--- src/itd_params.svh ---
/*
 Constants of the input terminal function decoder: register offsets, field
 positions, reset values and the function codes.
 Assumes inclusion by the package and the design modules.
*/
// Operation
// - Each switch input and the fast pulse input has a function selector taking codes 0 to 65, and code 0 does nothing.
// - With control mode 2 or 3, switch inputs 1, 3, 4, 5 and 6 reset to functions 58, 60, 61, 62 and 63.
// - With the tension parameter nonzero, switch input 2 resets to function 59, otherwise to 2.
// - The fast pulse selector resets to 45 and switch inputs 1 to 6 reset to 1, 2, 4, 7, 8 and 0.
// - Code 1 commands forward running while asserted, only when the run source is 1.
// - Code 2 commands reverse running while asserted, only when the run source is 1.
// - Code 3 is the stop/enable contact of three-wire operation modes 2 and 3.
// - Codes 4 and 5 command forward and reverse jog while asserted, only when the run source is 1.
// - Code 6 triggers a coast-to-stop shutdown.
// - Code 7 clears a latched fault like the keypad reset key, on any command channel.
// - Codes 8 (make) and 9 (break) raise the external equipment fault, shown as code 19.
// - Code 10 starts an emergency stop using the emergency deceleration time.
// - Codes 12 and 13 raise or lower the frequency while asserted, only with the step-adjust source.
// - Code 14 clears the accumulated step-adjust increment.
// - Codes 15 to 18 are preset bits of weight 1, 2, 4 and 8 and the segment is their sum.
`ifndef ITD_PARAMS_SVH
`define ITD_PARAMS_SVH

`define ITD_ADDR_FUNC0 4'h0
`define ITD_ADDR_FUNC7 4'h7
`define ITD_ADDR_MODE 4'h8
`define ITD_ADDR_STATUS 4'h9
`define ITD_ADDR_MASK 4'hA
`define ITD_ADDR_CMD 4'hB
`define ITD_ADDR_PINS 4'hC

`define ITD_MODE_CTRL_LSB 0
`define ITD_MODE_RUNSRC_BIT 2
`define ITD_MODE_STEP_BIT 3
`define ITD_MODE_TENSION_BIT 4
`define ITD_MODE_OPMODE_LSB 5

`define ITD_FUNC_MAX 8'h41
`define ITD_RST_F1 8'h01
`define ITD_RST_F2 8'h02
`define ITD_RST_F3 8'h04
`define ITD_RST_F4 8'h07
`define ITD_RST_F5 8'h08
`define ITD_RST_F6 8'h00
`define ITD_RST_FP 8'h2D
`define ITD_ALT_F1 8'h3A
`define ITD_ALT_F2 8'h3B
`define ITD_ALT_F3 8'h3C
`define ITD_ALT_F4 8'h3D
`define ITD_ALT_F5 8'h3E
`define ITD_ALT_F6 8'h3F
`define ITD_FAULT_CODE 8'h13

`define ITD_C_FORWARD 8'h01
`define ITD_C_BACKWARD 8'h02
`define ITD_C_3W 8'h03
`define ITD_C_JOGF 8'h04
`define ITD_C_JOGR 8'h05
`define ITD_C_COAST 8'h06
`define ITD_C_CLR 8'h07
`define ITD_C_FNO 8'h08
`define ITD_C_FNC 8'h09
`define ITD_C_ESTOP 8'h0A
`define ITD_C_UP 8'h0C
`define ITD_C_DOWN 8'h0D
`define ITD_C_STEPCLR 8'h0E
`define ITD_C_SPD0 8'h0F

`endif

--- src/itd_pkg.sv ---
/*
 Types of the input terminal function decoder.
 Assumes the constants header is available on the include path.
*/
package itd_pkg;
	`include "itd_params.svh"

	typedef struct packed {
		logic forward_run;
		logic backward_run;
		logic three_wire_stop;
		logic jog_forward;
		logic jog_backward;
		logic coast_stop;
		logic fault_clear;
		logic ext_fault;
		logic emergency_stop;
		logic freq_up;
		logic freq_down;
		logic step_clear;
		logic [3:0] speed_segment;
	} itd_cmd_s;

	// Field order follows the mode register bit positions, msb first.
	typedef struct packed {
		logic [1:0] op_mode;
		logic tension_nonzero;
		logic step_source;
		logic run_source_terminal;
		logic [1:0] control_mode;
	} itd_mode_s;
endpackage

--- src/itd_decode.sv ---
/*
 Combinational decode of terminal levels and function codes into commands.
 Assumes terminal levels are already synchronous and high while shorted.
*/
`timescale 1ns/1ps
module itd_decode
	import itd_pkg::*;
(
	input wire logic [6:0] level_in, // Terminal active levels.
	input wire logic [55:0] func_in, // Seven packed function codes.
	input wire itd_mode_s mode_in, // Mode settings.
	output itd_cmd_s cmd_out // Decoded commands.
);
	// Any terminal holding the code and asserted drives the command.
	function automatic logic any_code(input logic [6:0] lv,
			input logic [55:0] fc, input logic [7:0] code);
		logic r;
		r = 1'b0;
		for (int i = 0; i < 7; i++) begin
			if (fc[i*8 +: 8] == code && lv[i]) begin
				r = 1'b1;
			end
		end
		return r;
	endfunction

	// True when some terminal holds the code, asserted or not.
	function automatic logic has_code(input logic [55:0] fc,
			input logic [7:0] code);
		logic r;
		r = 1'b0;
		for (int i = 0; i < 7; i++) begin
			if (fc[i*8 +: 8] == code) begin
				r = 1'b1;
			end
		end
		return r;
	endfunction

	logic run_ok;
	logic three_wire;
	logic nc_open;

	always_comb begin
		run_ok = mode_in.run_source_terminal;
		three_wire = mode_in.op_mode == 2'h2 || mode_in.op_mode == 2'h3;
		nc_open = 1'b0;
		for (int i = 0; i < 7; i++) begin
			if (func_in[i*8 +: 8] == `ITD_C_FNC && !level_in[i]) begin
				nc_open = 1'b1;
			end
		end
		cmd_out = '0;
		cmd_out.forward_run = run_ok
			&& any_code(level_in, func_in, `ITD_C_FORWARD);
		cmd_out.backward_run = run_ok
			&& any_code(level_in, func_in, `ITD_C_BACKWARD);
		cmd_out.three_wire_stop = three_wire
			&& has_code(func_in, `ITD_C_3W)
			&& !any_code(level_in, func_in, `ITD_C_3W);
		cmd_out.jog_forward = run_ok
			&& any_code(level_in, func_in, `ITD_C_JOGF);
		cmd_out.jog_backward = run_ok
			&& any_code(level_in, func_in, `ITD_C_JOGR);
		cmd_out.coast_stop = any_code(level_in, func_in, `ITD_C_COAST);
		cmd_out.fault_clear = any_code(level_in, func_in, `ITD_C_CLR);
		cmd_out.ext_fault = nc_open
			|| any_code(level_in, func_in, `ITD_C_FNO);
		cmd_out.emergency_stop = any_code(level_in, func_in,
			`ITD_C_ESTOP);
		cmd_out.freq_up = mode_in.step_source
			&& any_code(level_in, func_in, `ITD_C_UP);
		cmd_out.freq_down = mode_in.step_source
			&& any_code(level_in, func_in, `ITD_C_DOWN);
		cmd_out.step_clear = any_code(level_in, func_in, `ITD_C_STEPCLR);
		for (int b = 0; b < 4; b++) begin
			cmd_out.speed_segment[b] = any_code(level_in, func_in,
				8'(`ITD_C_SPD0 + b));
		end
	end
endmodule

--- src/itd_func_reg.sv ---
/*
 One function selector register with its mode-dependent reset default.
 Assumes a synchronous active-high reset and a single-cycle write strobe.
*/
`timescale 1ns/1ps
module itd_func_reg
	import itd_pkg::*;
(
	input wire logic clk_in, // System clock.
	input wire logic reset_in, // Synchronous reset.
	input wire logic [7:0] default_in, // Value taken at reset.
	input wire logic write_in, // Write strobe for this selector.
	input wire logic [7:0] data_in, // Write data.
	output logic [7:0] func_out // Current function code.
);
	logic [7:0] func_q;
	logic [7:0] next_func;

	// Codes above the top of range are refused and the old code stays.
	always_comb begin
		next_func = func_q;
		if (write_in && data_in <= `ITD_FUNC_MAX) begin
			next_func = data_in;
		end
	end

	// A constant-only async reset is not used; the default is a clocked load.
	always_ff @(posedge clk_in) begin
		if (reset_in) begin
			func_q <= default_in;
		end else begin
			func_q <= next_func;
		end
	end

	assign func_out = func_q;
endmodule

--- src/itd_top.sv ---
/*
 Input terminal function decoder: seven selector registers, command decode,
 fault latch, event status with mask and interrupt, and a register port.
 Assumes synchronous terminal inputs that are low while shorted to the
 common return, and a register master with one-cycle strobes.
*/
`timescale 1ns/1ps
module itd_top
	import itd_pkg::*;
(
	input wire logic clk_in, // 200 MHz system clock.
	input wire logic reset_in, // Synchronous reset, active high.
	input wire logic [5:0] switch_in_n_in, // Switch inputs, low when shorted.
	input wire logic fast_pulse_n_in, // Fast pulse input, low when shorted.
	input wire logic keypad_reset_in, // Keypad stop/reset key pulse.
	input wire logic [3:0] addr_in, // Register address.
	input wire logic [7:0] wdata_in, // Register write data.
	input wire logic wr_in, // Write strobe.
	input wire logic rd_in, // Read strobe.
	output logic [7:0] rdata_out, // Read data, cycle after read.
	output itd_cmd_s cmd_out, // Registered commands.
	output logic fault_active_out, // External fault latched.
	output logic [7:0] fault_code_out, // Shown fault code, zero if none.
	output logic irq_out // Interrupt, level.
);
	////////////////////////////////////////////////////////////////////////
	// Mode register, written by software, steering defaults and gating.

	itd_mode_s mode_q;
	itd_mode_s next_mode;
	logic alt_ctrl;

	always_comb begin
		next_mode = mode_q;
		if (wr_in && addr_in == `ITD_ADDR_MODE) begin
			next_mode = itd_mode_s'(wdata_in[6:0]);
		end
	end

	always_ff @(posedge clk_in) begin
		if (reset_in) begin
			mode_q <= '0;
		end else begin
			mode_q <= next_mode;
		end
	end

	// Mode is cleared by reset too; selectors take defaults from the mode held at the reset edge.
	assign alt_ctrl = mode_q.control_mode == 2'h2
		|| mode_q.control_mode == 2'h3;

	////////////////////////////////////////////////////////////////////////
	// Function selectors.

	logic [7:0] dflt [7];
	logic [55:0] func_all;
	logic [7:0] rsvd_func;

	always_comb begin
		dflt[0] = alt_ctrl ? `ITD_ALT_F1 : `ITD_RST_F1;
		dflt[1] = mode_q.tension_nonzero ? `ITD_ALT_F2 : `ITD_RST_F2;
		dflt[2] = alt_ctrl ? `ITD_ALT_F3 : `ITD_RST_F3;
		dflt[3] = alt_ctrl ? `ITD_ALT_F4 : `ITD_RST_F4;
		dflt[4] = alt_ctrl ? `ITD_ALT_F5 : `ITD_RST_F5;
		dflt[5] = alt_ctrl ? `ITD_ALT_F6 : `ITD_RST_F6;
		dflt[6] = `ITD_RST_FP;
	end

	assign rsvd_func = 8'h00;

	for (genvar g = 0; g < 7; g++) begin : g_func
		itd_func_reg u_func (
			.clk_in(clk_in),
			.reset_in(reset_in),
			.default_in(dflt[g]),
			.write_in(wr_in && addr_in == 4'(g)),
			.data_in(wdata_in),
			.func_out(func_all[g*8 +: 8])
		);
	end

	////////////////////////////////////////////////////////////////////////
	// Decode of terminal levels.

	logic [6:0] level;
	itd_cmd_s cmd_now;
	itd_cmd_s cmd_q;

	// A shorted terminal reads low at the pin and counts as asserted.
	assign level = ~{fast_pulse_n_in, switch_in_n_in};

	itd_decode u_dec (
		.level_in(level),
		.func_in(func_all),
		.mode_in(mode_q),
		.cmd_out(cmd_now)
	);

	always_ff @(posedge clk_in) begin
		if (reset_in) begin
			cmd_q <= '0;
		end else begin
			cmd_q <= cmd_now;
		end
	end

	////////////////////////////////////////////////////////////////////////
	// Fault latch: raised by an external fault, cleared by a reset command.

	logic fault_q;
	logic next_fault;
	logic clr_req;

	assign clr_req = cmd_now.fault_clear || keypad_reset_in;

	always_comb begin
		next_fault = fault_q;
		if (cmd_now.ext_fault) begin
			next_fault = 1'b1;
		end else if (clr_req) begin
			next_fault = 1'b0;
		end
	end

	always_ff @(posedge clk_in) begin
		if (reset_in) begin
			fault_q <= 1'b0;
		end else begin
			fault_q <= next_fault;
		end
	end

	////////////////////////////////////////////////////////////////////////
	// Event status, mask and interrupt.

	logic [3:0] status_q;
	logic [3:0] next_status;
	logic [3:0] mask_q;
	logic [3:0] next_mask;
	logic [3:0] events;
	logic irq_q;

	// Bit 0 fault raised, 1 coast stop, 2 emergency stop, 3 fault cleared.
	assign events = {fault_q && !next_fault,
		cmd_now.emergency_stop && !cmd_q.emergency_stop,
		cmd_now.coast_stop && !cmd_q.coast_stop,
		next_fault && !fault_q};

	always_comb begin
		next_status = status_q;
		next_mask = mask_q;
		if (wr_in && addr_in == `ITD_ADDR_STATUS) begin
			next_status = status_q & ~wdata_in[3:0];
		end
		if (wr_in && addr_in == `ITD_ADDR_MASK) begin
			next_mask = wdata_in[3:0];
		end
		// A new event beats a clear in the same cycle.
		next_status = next_status | events;
	end

	always_ff @(posedge clk_in) begin
		if (reset_in) begin
			status_q <= '0;
			mask_q <= '0;
			irq_q <= 1'b0;
		end else begin
			status_q <= next_status;
			mask_q <= next_mask;
			irq_q <= |(next_status & next_mask);
		end
	end

	////////////////////////////////////////////////////////////////////////
	// Read port.

	logic [7:0] rdata_q;
	logic [7:0] next_rdata;

	always_comb begin
		next_rdata = 8'h00;
		if (rd_in) begin
			if (addr_in <= `ITD_ADDR_FUNC7) begin
				if (addr_in == `ITD_ADDR_FUNC7) begin
					next_rdata = rsvd_func;
				end else begin
					next_rdata = func_all[addr_in[2:0]*8 +: 8];
				end
			end else begin
				unique case (addr_in)
					`ITD_ADDR_MODE: next_rdata = {1'b0, mode_q};
					`ITD_ADDR_STATUS: next_rdata = {4'h0, status_q};
					`ITD_ADDR_MASK: next_rdata = {4'h0, mask_q};
					`ITD_ADDR_CMD: next_rdata = {cmd_q.speed_segment,
						fault_q, cmd_q.emergency_stop,
						cmd_q.coast_stop, cmd_q.forward_run};
					`ITD_ADDR_PINS: next_rdata = {1'b0, level};
					default: next_rdata = 8'h00;
				endcase
			end
		end
	end

	always_ff @(posedge clk_in) begin
		if (reset_in) begin
			rdata_q <= 8'h00;
		end else begin
			rdata_q <= next_rdata;
		end
	end

	////////////////////////////////////////////////////////////////////////
	// Outputs.

	logic [7:0] code_q;

	always_ff @(posedge clk_in) begin
		if (reset_in) begin
			code_q <= 8'h00;
		end else begin
			code_q <= next_fault ? `ITD_FAULT_CODE : 8'h00;
		end
	end

	assign rdata_out = rdata_q;
	assign cmd_out = cmd_q;
	assign fault_active_out = fault_q;
	assign fault_code_out = code_q;
	assign irq_out = irq_q;
endmodule

--- config.mk ---
export PLATFORM = sky130hd
export DESIGN_NAME = itd_top
export DESIGN_NICKNAME = d
export VERILOG_FILES = /design/src/itd_pkg.sv /design/src/itd_decode.sv /design/src/itd_func_reg.sv /design/src/itd_top.sv
export VERILOG_INCLUDE_DIRS = /design/src
export SDC_FILE = /design/constraint.sdc
export NUM_CORES = 1
export LEC_CHECK = 0
export ABC_CLOCK_PERIOD_IN_PS = 3400
export BUFFER_PORTS_ARGS = -buffer_cell sky130_fd_sc_hd__buf_2
export CAP_MARGIN = 25
export CORE_MARGIN = 4
export CORE_UTILIZATION = 45
export DETAILED_ROUTE_END_ITERATION = 7
export GPL_TIMING_DRIVEN = 0
export MAX_ROUTING_LAYER = met4
export PLACE_DENSITY_LB_ADDON = 0.15
export RECOVER_POWER = 100
export REMOVE_ABC_BUFFERS = 1
export SETUP_SLACK_MARGIN = 0.05
export SLEW_MARGIN = 25
export SYNTH_ARGS = -nofsm -noshare
export SYNTH_HDL_FRONTEND = slang
export SYNTH_SLANG_ARGS = --single-unit
--- constraint.sdc ---
create_clock -name clk_in -period 3.4 [get_ports clk_in]
set_input_delay 0.17 -clock clk_in [delete_from_list [all_inputs] [get_ports clk_in]]
set_output_delay 0.17 -clock clk_in [all_outputs]
set_load 0.01 [all_outputs]
# ---- Word-level counts from Yosys, hierarchy flattened
# Index checks and enable logic that the tools add are counted.
dict set report totals {
  reg_bits 105
  latch_bits 0
  ramBits 0
  mem_bits_ro 0
  mem_count 0
}
dict set report classes {
  n_addsub 0
  multipliers 0
  div_mod_pow 0
  magnitude_cmp 2
  n_eq_ne 135
  shifts 1
  muxes 152
  n_bitwise 6
  reduce_logical 173
}
# operator count
set ops {}
lappend ops {{equality test 8 x 4 -> 1 bit (second input constant)} 49}
lappend ops {{equality test 8 x 3 -> 1 bit (second input constant)} 28}
lappend ops {{equality test 8 x 5 -> 1 bit (second input constant)} 21}
lappend ops {{logical AND 1 bit} 148}
lappend ops {{2-to-1 mux 1 bit} 128}
lappend ops {{equality test 8 x 2 -> 1 bit (second input constant)} 14}
lappend ops {{2-to-1 mux 8 bit} 14}
lappend ops {{equality test 8 x 1 -> 1 bit (second input constant)} 7}
lappend ops {{indexed part select 56 x 7 -> 8 bit} 1}
lappend ops {{one-hot mux 8 bit (5 select lines)} 1}
lappend ops {{2-to-1 mux 6 bit} 6}
lappend ops {{equality test 4 bit (second input constant)} 5}
lappend ops {{equality test 4 x 3 -> 1 bit (second input constant)} 4}
lappend ops {{zero test 1 bit} 12}
lappend ops {{nonzero test 2 bit} 6}
lappend ops {{bitwise AND 4 bit} 2}
lappend ops {{equality test 2 bit (second input constant)} 4}
lappend ops {{equality test 4 x 2 -> 1 bit (second input constant)} 2}
lappend ops {{<= comparator 8 x 7 -> 1 bit (second input constant)} 1}
lappend ops {{2-to-1 mux 4 bit} 2}
lappend ops {{inverter 7 bit} 1}
lappend ops {{2-to-1 mux 5 bit} 1}
lappend ops {{equality test 4 x 1 -> 1 bit (second input constant)} 1}
lappend ops {{<= comparator 4 x 3 -> 1 bit (second input constant)} 1}
lappend ops {{7 further kinds} 10}

# ---- Logic depth before layout (Yosys ltp)
# Gate-level depths: netlist of the first run.
dict set report depth {
  word_depth 17
  mapped_depth 9
  depth_no_buf 6
}

# ---- Cells and area by module
# Synthesis of the first run repeated with hierarchy kept, for this count alone.
dict set report unflattened {
  cells_unflattened 641
  area_unflattened_um2 6565.0
}
# mod instances cells_each area_per_inst_um2
set by_module_without_submodules {}
lappend by_module_without_submodules {itd_func_reg 7 21 407.9}
lappend by_module_without_submodules {itd_top 1 264 2285.9}
lappend by_module_without_submodules {itd_decode 1 230 1423.9}

# ---- Worst setup path after synthesis of the first run
# OpenSTA, ideal clock, no wires.
dict set report synth_path {
  path_type {input to register}
  start {in wdata_in[5]}
  end {reg g_func[0].u_func.func_q[0], enable pin}
  setup_time_ps 384
  arrival_ps 1639
  t_required_ps 3016
  path_slack_ps 1377
  path_stages 4
  n_path_buf 0
  cell_sequence {or4_1 o21ai_1 nand4_1 o21ai_0}
}
dict set report synth_between {
  elab_chain_len 3
}
# element line
set synth_lines {}
lappend synth_lines {{start, declared} itd_top.sv:17} ;# input wire logic [7:0] wdata_in,
lappend synth_lines {{<= comparator 8 x 7 -> 1 bit (no source line)} --}
lappend synth_lines {{logical AND 1 bit (no source line)} --}
lappend synth_lines {{nonzero test 2 bit (no source line)} --}
lappend synth_lines {{end signal, assigned} itd_func_reg.sv:30} ;# func_q <= default_in;
lappend synth_lines {{end signal, assigned} itd_func_reg.sv:32} ;# func_q <= next_func;
lappend synth_lines {{end, declared} itd_func_reg.sv:16} ;# logic [7:0] func_q;
# No other way between the ends.
# A chain may end at the register's enable or synchronous reset.

# ---- Worst setup path after layout of the first run
dict set report layout_path {
  start {reg g_func[1].u_func.func_q[5]}
  end {reg irq_q, in the netlist irq_out}
}
dict set report layout_between {
  elab_chain_len 16
  elab_cells_between_ends 52
}
# element line
set layout_lines {}
lappend layout_lines {{start, declared} itd_func_reg.sv:16}
lappend layout_lines {{start signal, assigned} itd_func_reg.sv:30}
lappend layout_lines {{start signal, assigned} itd_func_reg.sv:32}
lappend layout_lines {{equality test 8 x 3 -> 1 bit} itd_decode.sv:20} ;# if (fc[i*8 +: 8] == code && lv[i]) begin
lappend layout_lines {{logical AND 1 bit} itd_decode.sv:20}
lappend layout_lines {{2-to-1 mux 1 bit (6 in series)} itd_decode.sv:20}
lappend layout_lines {{logical OR 1 bit} itd_top.sv:114} ;# assign clr_req = cmd_now.fault_clear || keypad_reset_in;
lappend layout_lines {{2-to-1 mux 1 bit} itd_top.sv:120} ;# end else if (clr_req) begin
lappend layout_lines {{2-to-1 mux 1 bit} itd_top.sv:118} ;# if (cmd_now.ext_fault) begin
lappend layout_lines {{zero test 1 bit} itd_top.sv:144} ;# assign events = {fault_q && !next_fault,
lappend layout_lines {{logical AND 1 bit} itd_top.sv:144}
lappend layout_lines {{bitwise OR 4 bit (*)} itd_top.sv:159} ;# next_status = next_status | events;
lappend layout_lines {{bitwise AND 4 bit (*)} itd_top.sv:170} ;# irq_q <= |(next_status & next_mask);
lappend layout_lines {{OR reduction 4 bit (*)} itd_top.sv:170}
lappend layout_lines {{end signal, assigned} itd_top.sv:170}
lappend layout_lines {{end, declared} itd_top.sv:141} ;# logic irq_q;
# Mark *: on every way between the ends. The rest lies on a longest branch, timed or not.

==> impl_metrics.toml, run 1 <==
[drt]
final_antenna_net_count = 0
first_pass_iters = 7
drc_errors = 0
wl_per_cell_um = 24.65
wl_um = 20210
viasPerCell = 6.449
vias = 5288
first_iter_violations = 611

[pwr]
p_leak_nw = 2.098
power_density_mw_per_mm2 = 439.7
power_switching_mw = 0.7266
swShare_pct = 26.74
seqPwrFrac_pct = 50.4
power.internal_mw = 1.991
irDropWorstVdd_mv = 0.4345
p_comb_share_pct = 10.9
power_frac_clock_pct = 38.7

[synthesis]
syn-cell-area_mm2 = 0.005669
synth_edf_count = 48
yosysTopAreaCellShare_pct = 25.42
synth_ff_type = "dfxtp_1"
synth_warnings = 0
synth-async-reset-ratio_pct = 0
synth.largest_area_cell = "edfxtp_1"
syn-instance-count = 623
synth-seq-cells = 97
synth.most_common_cell = "nor2_1"
synth_area_leaders = "edfxtp_1 (25%), dfxtp_1 (17%), nor2_1 (4.6%)"
synth-seq-area-share_pct = 42.73
avgSynthCellArea_um2 = 9.100
synthTopCellsByCount = "nor2_1 (70), nand2_1 (67), dfxtp_1 (49)"
synth.distinct_cells = 68

[die]
die_x_um = 120.2
die_y_um = 120.2
core_area_mm2 = 0.01216
start_util_pct = 46.62
io_pins = 58
die_area_mm2 = 0.01446
placementRows = 40

[timing]
finClkSkew_ns = 0.006869
setup_viol = 0
max_freq_mhz = 346.8
final-max-slew-violation-count = 0
worstMarginPinSlew_ns = 1.338
finalSetupTns_ns = 0
period_minus_slack_ns = 2.884
hold_viol = 0
maxSlewHeadroom_pct = 9.888
grt_setup_unrepaired = "no"
min_period_over_period_pct = 84.82

[finish]
diodes = 0
stdcell_area_mm2 = 0.006181
area_delta_synth_final_pct = 9.027
nets = 671
post-route-util_pct = 50.82
drive_gt1_share_pct = 9.969
n_fill_cell = 1213

[global_route]
grt.overflow.total = 0
grt_start_max_net_pins = 37
track_usage_pct = 29.18
grt_pass1_vias = 4983
grt_pass1_wl_um = 30310
antenna_found_initial = 0

[clock_tree]
htreeDepth = 3
cts.path.max_buffers = 2
hold_buffers = 0
clkLatencyLatePin_ns = 0.36
cts.sinks = 97
cts.repair.resized = 0
post_cts_buffers = 0
clk_pin_slew_worst_paths_ns = 0.06
cts_tree = "built"
numCtsBuffers = 9
cts_root_buf = "clkbuf_16"

[setup_path]
ff2ff_setup_slack_ns = 0.52
r2r_cells = 6
cp_num_buf_inv = 0
path_class = "reg -> reg"
worst_ep_arrival_time_ns = 3.17
crit_slowest_cell = "nor4_1"
cp-end-kind = "flip-flop"
worstSetupStartpoint = "g_func[1].u_func.func_out[5]$_DFFE_PP_"
crit_end = "irq_out$_SDFF_PP0_"
worst-path-stages = 6
critPathTopFamily = "simple AND/OR/NAND/NOR gates"
cp-start-kind = "flip-flop"
cp_max_fo = 8
r2r_start = "g_func[1].u_func.func_out[5]$_DFFE_PP_"
crit_top_cell = "nor4_1"
r2r-end = "irq_out$_SDFF_PP0_"
slowest_delay_ns = 1.08
required_ns = 3.69
crit_chain = "nor4_1, nor4b_1, nor4_1, and3_1, a2bb2oi_1, o211ai_2"

[run_status]
status = "finished, final reports clean"

[worst_hold_path]
hold_path_class = "in -> reg"

[placed_design]
place_congestion = 0.9457
dp_hpwl_um = 15510
io_buffer_count = 52
place_area_mm2 = 0.005951

[run]
max_cap_viol_count = 0
==> sequential cells by signal (all words and copies together) (netlist names) <==
register and flops:
rdata_out 8, fault_code_out 1, mask_q 4, mode_q 7, cmd_out 16, status_q 4
irq_out 1, g_func.u_func.func_out 56
==> per-stage QoR <==
step                      hold slack, ns  instances  setup WS [ns]  power (mW)
after floorplan                   0.2391        580          1.377       1.522
after global placement            0.4546        800         0.5473       1.678
after detailed placement          0.4632        804         0.8477       1.685
after CTS                        0.08890        820         0.9086       2.719
after global routing              0.1038        820         0.3750       2.808
final                            0.09695        820         0.5161       2.718
==> cells by family (layout without fill, tap and decap cells) <==
| group | after synthesis | in the layout | share of synthesized area, % |
|---|---|---|---|
| compound gates | 121 | 121 | 14.08 |
| other cells | 1 | 5 | 0.06615 |
| flops | 97 | 97 | 42.73 |
| mux | 32 | 32 | 7.945 |
| buf+inv | 55 | 80 | 4.657 |
| simple gates | 312 | 312 | 29.75 |
| xor+xnor | 5 | 5 | 0.7724 |
==> how the worst min path moves through the flow <==
stage	from	end	slack, ns	cells past startpoint
after floorplan	reset_in	cmd_out[0]$_SDFF_PP0_	0.24	1
after global placement	wdata_in[5]	g_func[6].u_func.func_out[5]$_SDFFE_PP1P_	0.45	3
after detailed placement	wdata_in[6]	mode_q[6]$_SDFFE_PP0P_	0.46	3
after CTS	wdata_in[6]	mode_q[6]$_SDFFE_PP0P_	0.09	3
after global routing	wdata_in[5]	mode_q[5]$_SDFFE_PP0P_	0.10	3
final	wdata_in[4]	mode_q[4]$_SDFFE_PP0P_	0.1	3
==> power by group through the flow <==
stage	Sequential [mW]	Combinational (mW)	Clock [mW]
3_5_place_dp	1.39	0.294	0
3_3_place_gp	1.39	0.288	0
2_1_floorplan	1.36	0.159	0
4_1_cts	1.37	0.295	1.06
6_report	1.37	0.295	1.05
5_1_grt	1.37	0.317	1.12
==> placed cells by master, fill, tap and decap left out, drive strengths merged, types with 21 or more instances in the layout <==
| cell type | count |
|---|---|
| mux2i | 21 |
| nor2 | 70 |
| dfxtp | 49 |
| clkbuf | 45 |
| nand2 | 67 |
| nand2b | 21 |
| a21oi | 29 |
| edfxtp | 48 |
| buf | 22 |
| o21ai | 26 |
| nor3 | 31 |
==> tightest hold or removal path, cell delays in order <==
cell	delay [ns]
buf_2	0.13
nand2_1	0.06
a21oi_1	0.05
==> area by class of cell <==
| class | instances | area [um2] | share of cell area [%] |
|---|---|---|---|
| Clock inverter | 5 | 52.55 | 0.8502 |
| Timing Repair Buffer | 56 | 237.7 | 3.846 |
| Clock buffer | 11 | 252.7 | 4.089 |
| Multi-Input combinational cell | 475 | 2975 | 48.14 |
| Tap cell | 168 | 210.2 | 3.401 |
| Sequential cell | 97 | 2422 | 39.19 |
| Inverter | 8 | 30.03 | 0.4858 |
==> metal layers <==
metal,global-route usage [%],wire length [um],up-vias
li1,-,-,2377
met1,37.09,8075,2568
met2,45.98,9443,291
met3,5.145,1713,52
met4,12.96,979,0
met5,-,0,-
(Power assumes the default switching activity.)
==> run 2: changes to the inputs <==
- ABC_CLOCK_PERIOD_IN_PS: 3400 -> 2800
- clock period: 3.4 -> 2.8 ns (I/O delays scaled with it)
==> run 2 against run 1 <==
Clock skew about the same. Non-clock buffer count unchanged. Die area is the same. Sequential cell count unchanged. Register-to-register slack lost 0.33 ns. Largest cell class unchanged. Final cell count unchanged. Highest routed layer unchanged. Clock power is 22% higher. Sequential power is 21% higher. Critical path depth stayed put. Combinational power rose by 21%.
==> impl_metrics.toml, run 2 (synthesized netlist as in run 1, its figures left out) <==
[setup_path]
r2r_start = "g_func[0].u_func.func_out[6]$_SDFFCE_PP0P_"
worst_ep_arrival_time_ns = 2.90
required_ns = 3.09
cp_max_fo = 5
ff2ff_setup_slack_ns = 0.19
r2r_cells = 6
cp-start-kind = "flip-flop"
path_class = "reg -> reg"
r2r-end = "irq_out$_SDFF_PP0_"
cp-end-kind = "flip-flop"

[pwr]
swShare_pct = 26.79
power_switching_mw = 0.8850
power_density_mw_per_mm2 = 533.8
irDropWorstVdd_mv = 0.5276
p_comb_share_pct = 10.9
power.internal_mw = 2.418
power_frac_clock_pct = 38.8
p_leak_nw = 2.098
seqPwrFrac_pct = 50.4

[die]
start_util_pct = 46.62
die_y_um = 120.2
die_x_um = 120.2
core_area_mm2 = 0.01216
die_area_mm2 = 0.01446
placementRows = 40
io_pins = 58

[global_route]
grt_start_max_net_pins = 37
grt_pass1_vias = 4983
track_usage_pct = 29.18
antenna_found_initial = 0
grt_pass1_wl_um = 30310
grt.overflow.total = 0

[timing]
finalSetupTns_ns = 0
max_freq_mhz = 383.1
grt_setup_unrepaired = "no"
min_period_over_period_pct = 93.21
finClkSkew_ns = 0.006590
hold_viol = 0
final-max-slew-violation-count = 0
period_minus_slack_ns = 2.610
setup_viol = 0
maxSlewHeadroom_pct = 10.80
worstMarginPinSlew_ns = 1.324

[worst_hold_path]
holdPathStages = 3
hold_path_end = "mode_q[4]$_SDFFE_PP0P_"
min-delay-start = "wdata_in[4]"
hold_path_class = "in -> reg"

[clock_tree]
cts.sinks = 97
clk_pin_slew_worst_paths_ns = 0.07
cts.repair.resized = 0
cts.path.max_buffers = 2
cts_root_buf = "clkbuf_16"
htreeDepth = 3
clkLatencyLatePin_ns = 0.36
hold_buffers = 0
post_cts_buffers = 0
cts_tree = "built"
numCtsBuffers = 9

[finish]
diodes = 0
stdcell_area_mm2 = 0.006187
area_delta_synth_final_pct = 9.137
n_fill_cell = 1214
nets = 671
drive_gt1_share_pct = 9.969
final_cell_mix = "nor2_1 (70), nand2_1 (67), dfxtp_1 (49)"
seq_area_mm2 = 0.002422
mostFrequentLayoutCell = "nor2_1"
largest_register_ffs = 56
multi_input_area_mm2 = 0.002982

[drt]
final_antenna_net_count = 0
drc_errors = 0
first_pass_iters = 6
vias = 5313
first_iter_violations = 595
wl_um = 20190
viasPerCell = 6.479
wl_per_cell_um = 24.62

[placed_design]
io_buffer_count = 52
place_congestion = 0.9457
place_area_mm2 = 0.005951
dp_hpwl_um = 15510

[run]
max_cap_viol_count = 0

[run_status]
status = "finished, final reports clean"
-- run 2: cell types whose count changed in the layout (fill, tap and decap cells not counted) --
cell      before  now
buf_2         22   21
clkbuf_2       0    1
nor4_1        14   13
nor4_2         3    4
or2_0          1    2
or2_2          7    6
-- run 2: final cells by class --
cell class | instances | share of cell area (%)
inverters | 8 | 0.4853
repair buffers | 56 | 3.842
multi-input cells | 475 | 48.19
clock inverters | 5 | 0.8493
clock buffers | 11 | 4.085
well taps | 168 | 3.397
flip-flops and latches | 97 | 39.15
-- run 2: how the worst max path moves through the flow --
stage                                                    start  slack, ns  cells after the start                                         end
floorplan                                          wdata_in[5]       0.81                      4      g_func[0].u_func.func_out[0]$_DFFE_PP_
global placement                                   wdata_in[1]      -0.02                      5  g_func[4].u_func.func_out[0]$_SDFFCE_PP0P_
detailed placement                                    reset_in       0.28                      4      g_func[4].u_func.func_out[4]$_DFFE_PP_
CTS                 g_func[4].u_func.func_out[6]$_SDFFCE_PP0P_       0.31                      6                          irq_out$_SDFF_PP0_
global route        g_func[4].u_func.func_out[6]$_SDFFCE_PP0P_       0.10                      6                          irq_out$_SDFF_PP0_
finish              g_func[0].u_func.func_out[6]$_SDFFCE_PP0P_       0.19                      6                          irq_out$_SDFF_PP0_
-- run 2: per-stage QoR --
| step | power (mW) | hold slack [ns] | setup slack [ns] | utilization [%] | std cells |
|---|---|---|---|---|---|
| 2_1_floorplan | 1.849 | 0.2091 | 0.8067 | - | 580 |
| 3_3_place_gp | 2.038 | 0.4246 | -0.02268 | 48.68 | 800 |
| 3_5_place_dp | 2.046 | 0.4332 | 0.2778 | 48.93 | 804 |
| 4_1_cts | 3.302 | 0.05890 | 0.3086 | 51.44 | 820 |
| 5_1_grt | 3.411 | 0.07383 | 0.1002 | 50.87 | 820 |
| 6_report | 3.303 | 0.06620 | 0.1900 | 50.87 | 820 |
-- run 2: critical path, cell delays in order (launching register included) --
cell and delay [ns]:
edfxtp_1 0.44, nor4_1 0.96, nand3_1 0.31, o2bb2ai_1 0.30
nor4_1 0.14, o31a_1 0.33, o211ai_2 0.06
-- run 2: metal layers --
| layer | wire (um) | track usage [%] | up-vias |
|---|---|---|---|
| met1 | 7841 | 37.09 | 2564 |
| met2 | 9520 | 45.98 | 317 |
| met4 | 943 | 12.96 | 0 |
| met3 | 1886 | 5.145 | 56 |
| met5 | 0 | - | - |
| li1 | - | - | 2376 |
-- run 2: power by group through the flow --
stage               Sequential [mW]  Clock [mW]  Combinational, mW
floorplan                      1.66           0              0.193
CTS                            1.66        1.29              0.359
detailed placement             1.69           0              0.357
finish                         1.66        1.28              0.358
global route                   1.67        1.36              0.385
global placement               1.69           0              0.350
==> run 3: changes to the inputs <==
- CORE_UTILIZATION: 45 -> 25
- MAX_ROUTING_LAYER: met4 -> default
==> run 3 against run 2 <==
Via count shrank 0.96%. Routed wire length up 12%. Utilization is 22 points lower. Non-clock buffer count unchanged. Power shrank 0.67%. Sequential cell count unchanged. Clock power is 3% lower. Sequential share of layout area shrank 0.82 points. Final cell count is 14% higher. Setup slack got worse by 0.024 ns. Largest power group unchanged.
==> impl_metrics.toml, run 3 (synthesized netlist as in run 1, its figures left out) <==
[clock_tree]
clk_pin_slew_worst_paths_ns = 0.07
clkLatencyLatePin_ns = 0.36
post_cts_buffers = 0
numCtsBuffers = 9
cts_root_buf = "clkbuf_16"
hold_buffers = 0
htreeDepth = 3
cts.sinks = 97
cts.path.max_buffers = 2
cts_tree = "built"
cts.repair.resized = 0

[run]
max_cap_viol_count = 0

[setup_path]
critPathTopFamily = "simple AND/OR/NAND/NOR gates"
crit_top_cell = "nor4_1"
cp_num_buf_inv = 0
ff2ff_setup_slack_ns = 0.17
slowest_delay_ns = 0.96
crit_chain = "nor4_1, nand2_1, nor3_1, nor4_1, o31a_1, o211ai_2"
crit_slowest_cell = "nor4_1"
cp-end-kind = "flip-flop"
required_ns = 3.08
path_class = "reg -> reg"
r2r-end = "irq_out$_SDFF_PP0_"
worst_ep_arrival_time_ns = 2.92
cp-start-kind = "flip-flop"
r2r_start = "g_func[5].u_func.func_out[6]$_SDFFCE_PP0P_"
cp_max_fo = 4
r2r_cells = 6

[timing]
finClkSkew_ns = 0.01011
setup_viol = 0
hold_viol = 0
whs_ns = 0.07292
worstMarginPinSlew_ns = 1.104
min_period_over_period_pct = 94.06
maxSlewHeadroom_pct = 25.70
final-max-slew-violation-count = 0
max_freq_mhz = 379.7
period_minus_slack_ns = 2.634
grt_setup_unrepaired = "no"

[placed_design]
placedCellCount = 916
place_congestion = 0.9261
dp_hpwl_um = 17470
place_area_mm2 = 0.006097
io_buffer_count = 52

[pwr]
p_total_mw = 3.281
p_leak_nw = 2.090
power_density_mw_per_mm2 = 519.1
irDropWorstVdd_mv = 0.2568

[finish]
area_delta_synth_final_pct = 11.48
largest_register_ffs = 56
mostFrequentLayoutCell = "nor2_1"
instances_no_fill = 932
n_fill_cell = 2366
drive_gt1_share_pct = 10.43
post-route-util_pct = 28.60
nets = 671
stdcell_area_mm2 = 0.006320
final_cell_mix = "nor2_1 (70), nand2_1 (67), dfxtp_1 (49)"
diodes = 0

[global_route]
track_usage_pct = 18.04
grt_start_max_net_pins = 37
grt_pass1_wl_um = 33440
grt.overflow.total = 0
antenna_found_initial = 2
met3_usage_pct = 3.343
use_met2_pct = 28.22
grt_pass1_vias = 5202
busiest_layer = "met2"
use_met1_pct = 24.98

[drt]
viasPerCell = 5.646
final_antenna_net_count = 0
first_iter_violations = 453
drc_errors = 0
first_pass_iters = 5
wl_per_cell_um = 24.30
wl_um = 22650
vias = 5262

[die]
die_area_mm2 = 0.02515
io_pins = 58
start_util_pct = 25.66
core_area_mm2 = 0.02209
placementRows = 54
die_y_um = 158.6
die_x_um = 158.6

[run_status]
status = "finished, final reports clean"

[worst_hold_path]
hold_path_class = "in -> reg"
hold_path_end = "mode_q[5]$_SDFFE_PP0P_"
min-delay-start = "wdata_in[5]"
holdPathStages = 3
[run 3: changes by cell type in the layout (fill, tap and decap cells not counted), moves of 2 or more]
cell	before	now
clkinv_4	0	2
clkinv_2	2	0
o21ai_1	0	3
o21ai_0	26	23
[run 3: metrics by stage]
step	worst slack (ns)	TNS, ns
final	0.1663	0
after global routing	0.07647	0
after CTS	0.2390	0
after detailed placement	0.1009	0
after global placement	-0.1618	-1.587
after floorplan	0.8067	0
[run 3: layer usage]
metal  up-vias  wire length, um
met4         4              693
met5         -               25
li1       2380                -
met1      2608            10160
met2       225            10440
met3        45             1329
[run 3: where the power goes]
group          internal [mW]  switching [mW]
clock network          0.645           0.598
logic                  0.120           0.249
registers               1.56           0.109
[run 3: layout make-up]
type / count / area, um2 / share of cell area [%]
Inverter: 8 / 30.03 / 0.4752
Timing Repair Buffer: 56 / 239.0 / 3.781
Clock inverter: 5 / 46.29 / 0.7325
Tap cell: 280 / 350.3 / 5.543
Multi-Input combinational cell: 475 / 2989 / 47.30
Clock buffer: 11 / 242.7 / 3.841
Sequential cell: 97 / 2422 / 38.33
[run 3: worst max path at each step]
| stage | startpoint | cells after the start | slack, ns | end |
|---|---|---|---|---|
| final | g_func[5].u_func.func_out[6]$_SDFFCE_PP0P_ | 6 | 0.17 | irq_out$_SDFF_PP0_ |
| after global routing | g_func[4].u_func.func_out[6]$_SDFFCE_PP0P_ | 6 | 0.08 | irq_out$_SDFF_PP0_ |
| after CTS | g_func[1].u_func.func_out[6]$_SDFFCE_PP0P_ | 6 | 0.24 | irq_out$_SDFF_PP0_ |
| after detailed placement | addr_in[0] | 7 | 0.10 | rdata_out[3]$_SDFF_PP0_ |
| after global placement | wdata_in[1] | 5 | -0.16 | g_func[2].u_func.func_out[5]$_DFFE_PP_ |
| after floorplan | wdata_in[5] | 4 | 0.81 | g_func[0].u_func.func_out[0]$_DFFE_PP_ |
[run 3: tightest hold or removal path: stages]
cell,delay (ns)
buf_2,0.13
nand2_1,0.06
a21oi_1,0.05
